`config.mk`:
```
export PLATFORM = sky130hd
export DESIGN_NAME = srb_exec
export DESIGN_NICKNAME = d
export VERILOG_FILES = /design/src/srb_pkg.sv /design/src/srb_dec_if.sv /design/src/srb_exec.sv /design/src/srb_decode.sv
export SDC_FILE = /design/constraint.sdc
export NUM_CORES = 1
export LEC_CHECK = 0
export BUFFER_PORTS_ARGS = -buffer_cell sky130_fd_sc_hd__buf_2
export CAP_MARGIN = 20
export CORE_UTILIZATION = 49
export DETAILED_ROUTE_END_ITERATION = 7
export GPL_ROUTABILITY_DRIVEN = 0
export HOLD_SLACK_MARGIN = 0.08
export PLACE_DENSITY = 0.81
export SLEW_MARGIN = 10
export SYNTH_ARGS = -nofsm -noshare
export SYNTH_HDL_FRONTEND = slang
export SYNTH_HIERARCHICAL = 1
export SYNTH_SLANG_ARGS = --single-unit
```
`constraint.sdc`:
```
create_clock -name mclk_in -period 2.8 [get_ports mclk_in]
set_clock_uncertainty 0.1 [all_clocks]
set_input_delay 0.28 -clock mclk_in [delete_from_list [all_inputs] [get_ports mclk_in]]
set_output_delay 0.28 -clock mclk_in [all_outputs]
set_load 0.02 [all_outputs]
```
`src/srb_pkg.sv`:
```
// Purpose: Shared constants for the shift-right and byte-store unit
// Assumes: 32-bit instruction words, R-type and I-type field layout
// Notes:   Field positions, opcodes and cause codes are the only numbers used elsewhere
`default_nettype none
package srb_pkg;
  localparam int unsigned DATA_W     = 32;
  localparam int unsigned REG_IDX_W  = 5;
  // Field positions of the instruction word
  localparam int unsigned FLD_A_LSB  = 27;
  localparam int unsigned FLD_B_LSB  = 22;
  localparam int unsigned FLD_C_LSB  = 17;
  localparam int unsigned FLD_X_LSB  = 11;
  localparam int unsigned FLD_SH_LSB = 6;
  localparam int unsigned FLD_OP_LSB = 0;
  localparam int unsigned FLD_I16_LSB = 6;
  // Opcodes
  localparam logic [5:0] OP_RTYPE    = 6'h3A;
  localparam logic [5:0] OPX_SRL     = 6'h1B;
  localparam logic [5:0] OPX_SRLI    = 6'h1A;
  localparam logic [5:0] OP_STB      = 6'h05;
  localparam logic [5:0] OP_STBIO    = 6'h25;
  // Exception cause codes reported with a refused store
  typedef enum logic [2:0] {
    SRB_EXC_NONE, SRB_EXC_SUPER, SRB_EXC_MISALIGN, SRB_EXC_PERM,
    SRB_EXC_FAST_MISS, SRB_EXC_DOUBLE_MISS, SRB_EXC_REGION
  } srb_exc_e;
endpackage
`default_nettype wire

```
`src/srb_dec_if.sv`:
```
// Purpose: Decoded instruction fields passed from decoder to executor
// Assumes: Single clock, decoder is purely combinational
// Notes:   One modport for each side
`timescale 1ns/1ns
`default_nettype none
interface srb_dec_if;
  logic                is_srl;
  logic                is_srli;
  logic                is_stb;
  logic                is_stbio;
  logic [4:0]          idx_a;
  logic [4:0]          idx_b;
  logic [4:0]          idx_c;
  logic [4:0]          shift_count_imm;
  logic [15:0]         signed_offset_imm;
  modport dec (output is_srl, is_srli, is_stb, is_stbio, idx_a, idx_b,
               idx_c, shift_count_imm, signed_offset_imm);
  modport exe (input is_srl, is_srli, is_stb, is_stbio, idx_a, idx_b,
               idx_c, shift_count_imm, signed_offset_imm);
endinterface
`default_nettype wire

```
`src/srb_exec.sv`:
```
// Purpose: Executes logical right shifts and byte stores
// Assumes: Register file outside; operands presented with the instruction
// Notes:   One instruction accepted per cycle; results registered
`timescale 1ns/1ns
`default_nettype none
module srb_exec #(
  parameter bit HAS_DCACHE = 1'b1
) (
  // Clock and reset
  input  wire logic        mclk_in,
  input  wire logic        rst_in,
  // Instruction and operands
  input  wire logic [31:0] instr_in,
  input  wire logic        valid_in,
  input  wire logic [31:0] src_a_in,
  input  wire logic [31:0] src_b_in,
  // Fault checks on the store address, from the memory unit
  input  wire logic        fault_super_in,
  input  wire logic        fault_perm_in,
  input  wire logic        fault_fast_miss_in,
  input  wire logic        fault_double_miss_in,
  input  wire logic        fault_region_in,
  // Register file write-back
  output logic             wb_en_out,
  output logic [4:0]       wb_idx_out,
  output logic [31:0]      wb_data_out,
  // Register read indices (combinational lookup happens outside)
  output logic [4:0]       rd_idx_a_out,
  output logic [4:0]       rd_idx_b_out,
  // Data bus byte write
  output logic             bus_write_out,
  output logic [31:0]      bus_addr_out,
  output logic [31:0]      bus_wdata_out,
  output logic [3:0]       bus_byteen_out,
  // Cache write port
  output logic             cache_write_out,
  // Exception report
  output logic             exc_out,
  output logic [2:0]       exc_cause_out
);
  srb_dec_if d();
  srb_decode u_dec (
    .instr_in (instr_in),
    .valid_in (valid_in),
    .d        (d)
  );

  logic [31:0] eff_addr;
  logic [2:0]  fault;
  logic        is_store;
  // Effective address with sign-extended offset
  assign eff_addr = src_a_in +
    {{16{d.signed_offset_imm[15]}}, d.signed_offset_imm};
  assign is_store = d.is_stb || d.is_stbio;

  // Fault priority; byte access can never be misaligned
  always_comb begin
    fault = 3'(srb_pkg::SRB_EXC_NONE);
    if (fault_super_in)
      fault = 3'(srb_pkg::SRB_EXC_SUPER);
    else if (fault_fast_miss_in)
      fault = 3'(srb_pkg::SRB_EXC_FAST_MISS);
    else if (fault_double_miss_in)
      fault = 3'(srb_pkg::SRB_EXC_DOUBLE_MISS);
    else if (fault_perm_in)
      fault = 3'(srb_pkg::SRB_EXC_PERM);
    else if (fault_region_in)
      fault = 3'(srb_pkg::SRB_EXC_REGION);
  end

  // Index outputs are registered copies for the register file pipeline
  always_ff @(posedge mclk_in or posedge rst_in) begin
    if (rst_in) begin
      rd_idx_a_out <= 5'h00;
      rd_idx_b_out <= 5'h00;
    end else begin
      rd_idx_a_out <= d.idx_a;
      rd_idx_b_out <= d.idx_b;
    end
  end

  // Shift write-back; zero fill from unsigned shift
  always_ff @(posedge mclk_in or posedge rst_in) begin
    if (rst_in) begin
      wb_en_out   <= 1'b0;
      wb_idx_out  <= 5'h00;
      wb_data_out <= 32'h00000000;
    end else begin
      wb_en_out  <= d.is_srl || d.is_srli;
      wb_idx_out <= d.idx_c;
      if (d.is_srl)
        wb_data_out <= src_a_in >> src_b_in[4:0];
      else if (d.is_srli)
        wb_data_out <= src_a_in >> d.shift_count_imm;
      else
        wb_data_out <= 32'h00000000;
    end
  end

  // Store issue: cache absorbs plain stores, I/O stores go to the bus
  always_ff @(posedge mclk_in or posedge rst_in) begin
    if (rst_in) begin
      bus_write_out   <= 1'b0;
      cache_write_out <= 1'b0;
      bus_addr_out    <= 32'h00000000;
      bus_wdata_out   <= 32'h00000000;
      bus_byteen_out  <= 4'h0;
      exc_out         <= 1'b0;
      exc_cause_out   <= 3'h0;
    end else begin
      exc_out       <= is_store && fault != 3'(srb_pkg::SRB_EXC_NONE);
      exc_cause_out <= is_store ? fault : 3'h0;
      // A faulting store writes nothing
      if (is_store && fault == 3'(srb_pkg::SRB_EXC_NONE)) begin
        bus_write_out   <= d.is_stbio || !HAS_DCACHE;
        cache_write_out <= d.is_stb && HAS_DCACHE;
        bus_addr_out    <= eff_addr;
        // Byte replicated on all lanes, one lane enabled
        bus_wdata_out   <= {4{src_b_in[7:0]}};
        bus_byteen_out  <= 4'h1 << eff_addr[1:0];
      end else begin
        bus_write_out   <= 1'b0;
        cache_write_out <= 1'b0;
        bus_byteen_out  <= 4'h0;
      end
    end
  end

  // Shift results and decode, checked one cycle after the taking edge
  a_srl_result: assert property (
    @(posedge mclk_in) disable iff (rst_in)
    d.is_srl |=> wb_en_out &&
      wb_data_out == ($past(src_a_in) >> $past(src_b_in[4:0])))
    else $error("register shift result wrong");
  a_srl_decode: assert property (
    @(posedge mclk_in) disable iff (rst_in)
    (valid_in && instr_in[5:0] == 6'h3A && instr_in[16:11] == 6'h1B &&
     instr_in[10:6] != 5'h00) |=> !wb_en_out)
    else $error("shift with nonzero field accepted");
  a_srli_result: assert property (
    @(posedge mclk_in) disable iff (rst_in)
    d.is_srli |=> wb_data_out ==
      ($past(src_a_in) >> $past(instr_in[10:6])))
    else $error("immediate shift result wrong");
  a_srli_decode: assert property (
    @(posedge mclk_in) disable iff (rst_in)
    (valid_in && instr_in[5:0] == 6'h3A && instr_in[16:11] == 6'h1A)
      |=> wb_en_out && wb_idx_out == $past(instr_in[21:17]))
    else $error("immediate shift not decoded");
  // Shifts never reach the data side and raise no exception
  a_shift_quiet: assert property (
    @(posedge mclk_in) disable iff (rst_in)
    (d.is_srl || d.is_srli) |=> !bus_write_out && !cache_write_out &&
      !exc_out)
    else $error("shift disturbed the data side");
  // A word without valid must leave every pulse output low
  a_idle_quiet: assert property (
    @(posedge mclk_in) disable iff (rst_in)
    !valid_in |=> !wb_en_out && !bus_write_out && !cache_write_out &&
      !exc_out)
    else $error("output pulse without a valid word");

  // Store address, byte and lane; the lane follows the low address bits
  a_store_addr: assert property (
    @(posedge mclk_in) disable iff (rst_in)
    bus_write_out |-> bus_addr_out == $past(src_a_in) +
      {{16{$past(instr_in[21])}}, $past(instr_in[21:6])})
    else $error("store address wrong");
  a_store_byte: assert property (
    @(posedge mclk_in) disable iff (rst_in)
    bus_write_out |-> $onehot(bus_byteen_out) &&
      bus_wdata_out[7:0] == $past(src_b_in[7:0]))
    else $error("store not a single byte");
  a_lane_match: assert property (
    @(posedge mclk_in) disable iff (rst_in)
    (bus_write_out || cache_write_out) |->
      bus_byteen_out == 4'h1 << bus_addr_out[1:0])
    else $error("byte lane does not match address");
  a_lanes_idle: assert property (
    @(posedge mclk_in) disable iff (rst_in)
    !(bus_write_out || cache_write_out) |-> bus_byteen_out == 4'h0)
    else $error("byte lane enabled without a store");
  a_stb_cached: assert property (
    @(posedge mclk_in) disable iff (rst_in)
    (HAS_DCACHE && d.is_stb && fault == 3'h0) |=>
      cache_write_out && !bus_write_out)
    else $error("cacheable store misrouted");
  a_stbio_bus: assert property (
    @(posedge mclk_in) disable iff (rst_in)
    (d.is_stbio && fault == 3'h0) |=> bus_write_out && !cache_write_out)
    else $error("io store missed the bus");
  a_nocache_same: assert property (
    @(posedge mclk_in) disable iff (rst_in)
    (!HAS_DCACHE && is_store && fault == 3'h0) |=> bus_write_out)
    else $error("store without cache not on bus");
  a_store_opcodes: assert property (
    @(posedge mclk_in) disable iff (rst_in)
    (valid_in && (instr_in[5:0] == 6'h05 || instr_in[5:0] == 6'h25) &&
     fault == 3'h0) |=> (bus_write_out || cache_write_out))
    else $error("byte store opcode ignored");

  // Any fault blocks the write; the cause code stands only with it
  a_fault_blocks: assert property (
    @(posedge mclk_in) disable iff (rst_in)
    (is_store && (fault_super_in || fault_perm_in || fault_fast_miss_in ||
     fault_double_miss_in || fault_region_in)) |=> exc_out &&
      !bus_write_out && !cache_write_out)
    else $error("faulting store wrote");
  a_fault_order: assert property (
    @(posedge mclk_in) disable iff (rst_in)
    (is_store && fault_super_in) |=>
      exc_cause_out == 3'(srb_pkg::SRB_EXC_SUPER))
    else $error("supervisor fault not reported first");
  a_cause_idle: assert property (
    @(posedge mclk_in) disable iff (rst_in)
    !exc_out |-> exc_cause_out == 3'(srb_pkg::SRB_EXC_NONE))
    else $error("cause code without an exception");

  c_srl: cover property (@(posedge mclk_in) disable iff (rst_in) d.is_srl);
  c_srli: cover property (@(posedge mclk_in) disable iff (rst_in)
    d.is_srli ##1 d.is_srli);
  c_stbio: cover property (@(posedge mclk_in) disable iff (rst_in)
    bus_write_out && bus_byteen_out == 4'h8);
  c_exc: cover property (@(posedge mclk_in) disable iff (rst_in) exc_out);
  c_stb_then_io: cover property (@(posedge mclk_in) disable iff (rst_in)
    cache_write_out ##1 bus_write_out);
endmodule // srb_exec
`default_nettype wire

```
`src/srb_decode.sv`:
```
// Purpose: Instruction decoder for logical right shifts and byte stores
// Assumes: Instruction word is stable while valid
// Notes:   Purely combinational; unknown words decode to nothing
`timescale 1ns/1ns
`default_nettype none
module srb_decode (
  // Instruction
  input  wire logic [31:0] instr_in,
  input  wire logic        valid_in,
  // Decoded fields
  srb_dec_if.dec           d
);
  logic [5:0] op;
  logic [5:0] opx;
  assign op  = instr_in[srb_pkg::FLD_OP_LSB +: 6];
  assign opx = instr_in[srb_pkg::FLD_X_LSB +: 6];
  // R-type decode; register form needs a zero shift field
  assign d.is_srl   = valid_in && op == srb_pkg::OP_RTYPE &&
                      opx == srb_pkg::OPX_SRL &&
                      instr_in[srb_pkg::FLD_SH_LSB +: 5] == 5'h00;
  assign d.is_srli  = valid_in && op == srb_pkg::OP_RTYPE &&
                      opx == srb_pkg::OPX_SRLI;
  // I-type byte stores
  assign d.is_stb   = valid_in && op == srb_pkg::OP_STB;
  assign d.is_stbio = valid_in && op == srb_pkg::OP_STBIO;
  // Register index fields, upper three 5-bit slots
  assign d.idx_a = instr_in[srb_pkg::FLD_A_LSB +: 5];
  assign d.idx_b = instr_in[srb_pkg::FLD_B_LSB +: 5];
  assign d.idx_c = instr_in[srb_pkg::FLD_C_LSB +: 5];
  assign d.shift_count_imm   = instr_in[srb_pkg::FLD_SH_LSB +: 5];
  assign d.signed_offset_imm = instr_in[srb_pkg::FLD_I16_LSB +: 16];
endmodule // srb_decode
`default_nettype wire

```
==> metrics.csv <==
metric;value;unit
result of the run;completed;
number of endpoints failing setup at the final stage;0;
clk buf depth;2;
top area cells in the synthesized netlist;sky130_fd_sc_hd__dfrtp_1 (30%), sky130_fd_sc_hd__mux2i_1 (7.9%), sky130_fd_sc_hd__buf_4 (5.9%), sky130_fd_sc_hd__nand2_1 (5.9%), sky130_fd_sc_hd__mux4_2 (5.7%);
buffers and inverters on the worst path;3;
later-pin clock latency in the skew report;0.36;ns
synthesis warning total;6;
most common flop cell mapped by yosys;sky130_fd_sc_hd__dfrtp_1;
Setup crit start kind;input pin;
growth of design area from synthesis to finish;18.2;%
number of primary I/O pins;226;
count of antenna-violating nets left after detailed routing;0;
Hold Fails Final Rpt;0;
stage delay of the slowest cell on the critical path;0.54;ns
Crit Path Max Fanout;3;
Synth Register Bits;98;
number of clock buffers inserted by TritonCTS;9;
initial antenna violation count;3;
fraction of the cycle the final worst path needs;0.962;
biggest area consumer among synthesized cells;sky130_fd_sc_hd__dfrtp_1;
violation count after the first detailed-route iteration;980;
number of placement rows;47;
sequential-to-total area share from yosys stat;0.296;
buffers added on ports;201;
slack of the worst reg-to-reg path;1.86;ns
TritonCTS clock tree;yes;
via-per-instance ratio;6.15;
CP most frequent cell;sky130_fd_sc_hd__a21oi_2;
number of global-route vias before repair;7451;
number of enable-type register cells in the synthesized netlist;0;
die area;17400;sq um
first-pass GRT wire length;39800;um
Floorplan Core Area;16500;sq um
utilization after layout;0.592;
first-pass iteration count of the detailed router;6;
relative slew slack;0.444;
number of remaining DRC errors;0;
post-synthesis net count;1079;
Pleak;4.84;nW
initial core utilization;0.501;
ratio of total power to cell area;400;nW/um^2
maximum VDD drop;0.305;mV
commonest non-fill, non-tap cell in the layout;sky130_fd_sc_hd__buf_2;
share of cells above drive strength 1;0.301;
required time of the worst setup path;2.99;ns
mean instance size in the synthesized netlist;8.78;sq um
Filler cells;1423;
cell at the root of the clock tree;sky130_fd_sc_hd__clkbuf_16;
global-route total usage across every layer;0.290;
share of the synthesized area in the top cell type;0.296;
maximum clock rate;371;MHz
total wire length after detailed routing;25300;um
post-synthesis cell type count;76;
Inserted Diodes;0;
Gate Count Post-Synth;943;
pin count of the biggest net entering global routing;50;
Final Max Slew Viols;0;
family of cells with the greatest summed delay on the critical path;compound AO/OA/AOI/OAI gates;
min-delay worst type;in2reg;
worst slew pin tran;0.833;ns
number of max-cap violations;0;
H-Tree Level Count;3;
horizontal extent of the die;132;um
type of destination of the critical path;flip-flop;
Post-synth ARST share;1.00;
fin crit period;2.69;ns
start-to-end type of the worst setup path;in2reg;
synthesized area;8280;sq um
clock transition at the registers of the reported paths;0.08;ns
number of clock sinks seen by CTS;98;
fin nets;1246;
die height;132;um
commonest non-fill, non-tap cells in the layout;sky130_fd_sc_hd__buf_2 (201), sky130_fd_sc_hd__nand2_1 (130), sky130_fd_sc_hd__dfrtp_1 (98), sky130_fd_sc_hd__a21oi_1 (74), sky130_fd_sc_hd__o21ai_0 (74);
average wire per cell in the routed design;18.9;um
total power after layout;0.00391;W
gr ovfl total;0;
cell with the biggest individual delay on the critical path;sky130_fd_sc_hd__dlygate4sd3_1;
arrival time at the worst endpoint;2.88;ns
detailed placer's ending HPWL;19300;um
via count of the routed design;8207;
ordered cell list for the critical path;dlygate4sd3_1 -> buf_2 -> ha_1 -> a21oi_2 -> o21ai_2 -> a221oi_2 -> nor2_2 -> o41ai_4 -> buf_4 -> a21oi_2 -> or3_1 -> nand3_1;
-- path summary, 6_finish.rpt --
check,from,end,depth (start not counted)
max in group asynchronous,rst_in,bus_addr_out[12],4
setup reg to reg,bus_addr_out[29],bus_addr_out[29],2
setup / recovery,instr_in[20],bus_addr_out[31],12
hold reg to reg,bus_addr_out[2],bus_addr_out[2],2
min in group asynchronous,rst_in,bus_byteen_out[1],3
hold / removal,fault_fast_miss_in,exc_cause_out[0],4
-- power breakdown --
part / total, W / switching, W / leakage [nW] / internal (W)
Sequential: 0.00145 / 0.00000929 / 1.33 / 0.00144
Combinational: 0.00126 / 0.000755 / 3.37 / 0.000501
Clock: 0.00121 / 0.000594 / 0.135 / 0.000617
-- state kept, by name, summed over array words and instances, names as in the netlist --
register / cells
exc_out: 1
wb_en_out: 1
bus_addr_out: 32
rd_idx_b_out: 5
rd_idx_a_out: 5
bus_wdata_out: 8
exc_cause_out: 3
cache_write_out: 1
bus_byteen_out: 4
wb_idx_out: 5
bus_write_out: 1
wb_data_out: 32
-- repair_timing --
item / 4_1_cts / 5_1_grt
setup endpoints to repair: 0 / 4
buffers inserted: 0 / 2
hold buffers: 20 / 0
resized for setup: 0 / 6
hold endpoints to repair: 55 / 0
-- cell usage after synthesis, drive strengths merged, types with 17 or more instances --
cell and instances:
clkbuf 36, mux2i 65, a211oi 17, nor2 57
a21oi 78, o21ai 82, nand2 131, mux2 23
buf 77, mux4 21, ha 31, dfrtp 98
-- stage by stage --
stage	instances	area (sq um)	setup slack, ns	hold slack (ns)	setup TNS [ns]
global placement	1297	9270	0.151	0.289	0
detailed placement	1297	9270	0.0811	0.290	0
CTS	1333	9750	0.0600	0.0995	0
floorplan	943	8280	0.322	0.253	0
finish	1335	9790	0.106	0.108	0
global route	1335	9790	-0.00490	0.145	-0.00490
-- layer usage --
| layer | wire length (um) | GRT usage |
|---|---|---|
| met1 | 10100 | 0.378 |
| met2 | 11400 | 0.462 |
| met3 | 2550 | 0.0631 |
| met4 | 1170 | 0.130 |
| met5 | 25 | 0 |
-- logic make-up (layout without fill, tap and decap cells) --
family          count (synthesis)  after routing  share of synthesized area
simple gates                  278            278                      0.159
compound gates                271            271                      0.213
buf+inv                       131            303                     0.0899
mux                           109            109                      0.167
flops                          98             98                      0.296
fa+ha+maj                      32             32                     0.0493
xor+xnor                       24             24                     0.0254
-- worst reg2reg max path: stages, from the launching register on --
cell and delay (ns):
sky130_fd_sc_hd__dfrtp_1 0.38, sky130_fd_sc_hd__a211oi_1 0.24, sky130_fd_sc_hd__nand3_1 0.10
-- layout make-up --
type / instances / area (sq um) / share of cell area
sequential: 98 / 2450 / 0.251
timing repair buffer: 269 / 1590 / 0.163
multi-input combinational: 714 / 5120 / 0.523
clock inverter: 6 / 50.0 / 0.00511
tap: 220 / 275 / 0.0281
clock buffer: 10 / 229 / 0.0234
inverter: 18 / 71.3 / 0.00729
Note: power is estimated with default switching activity, not from simulation.
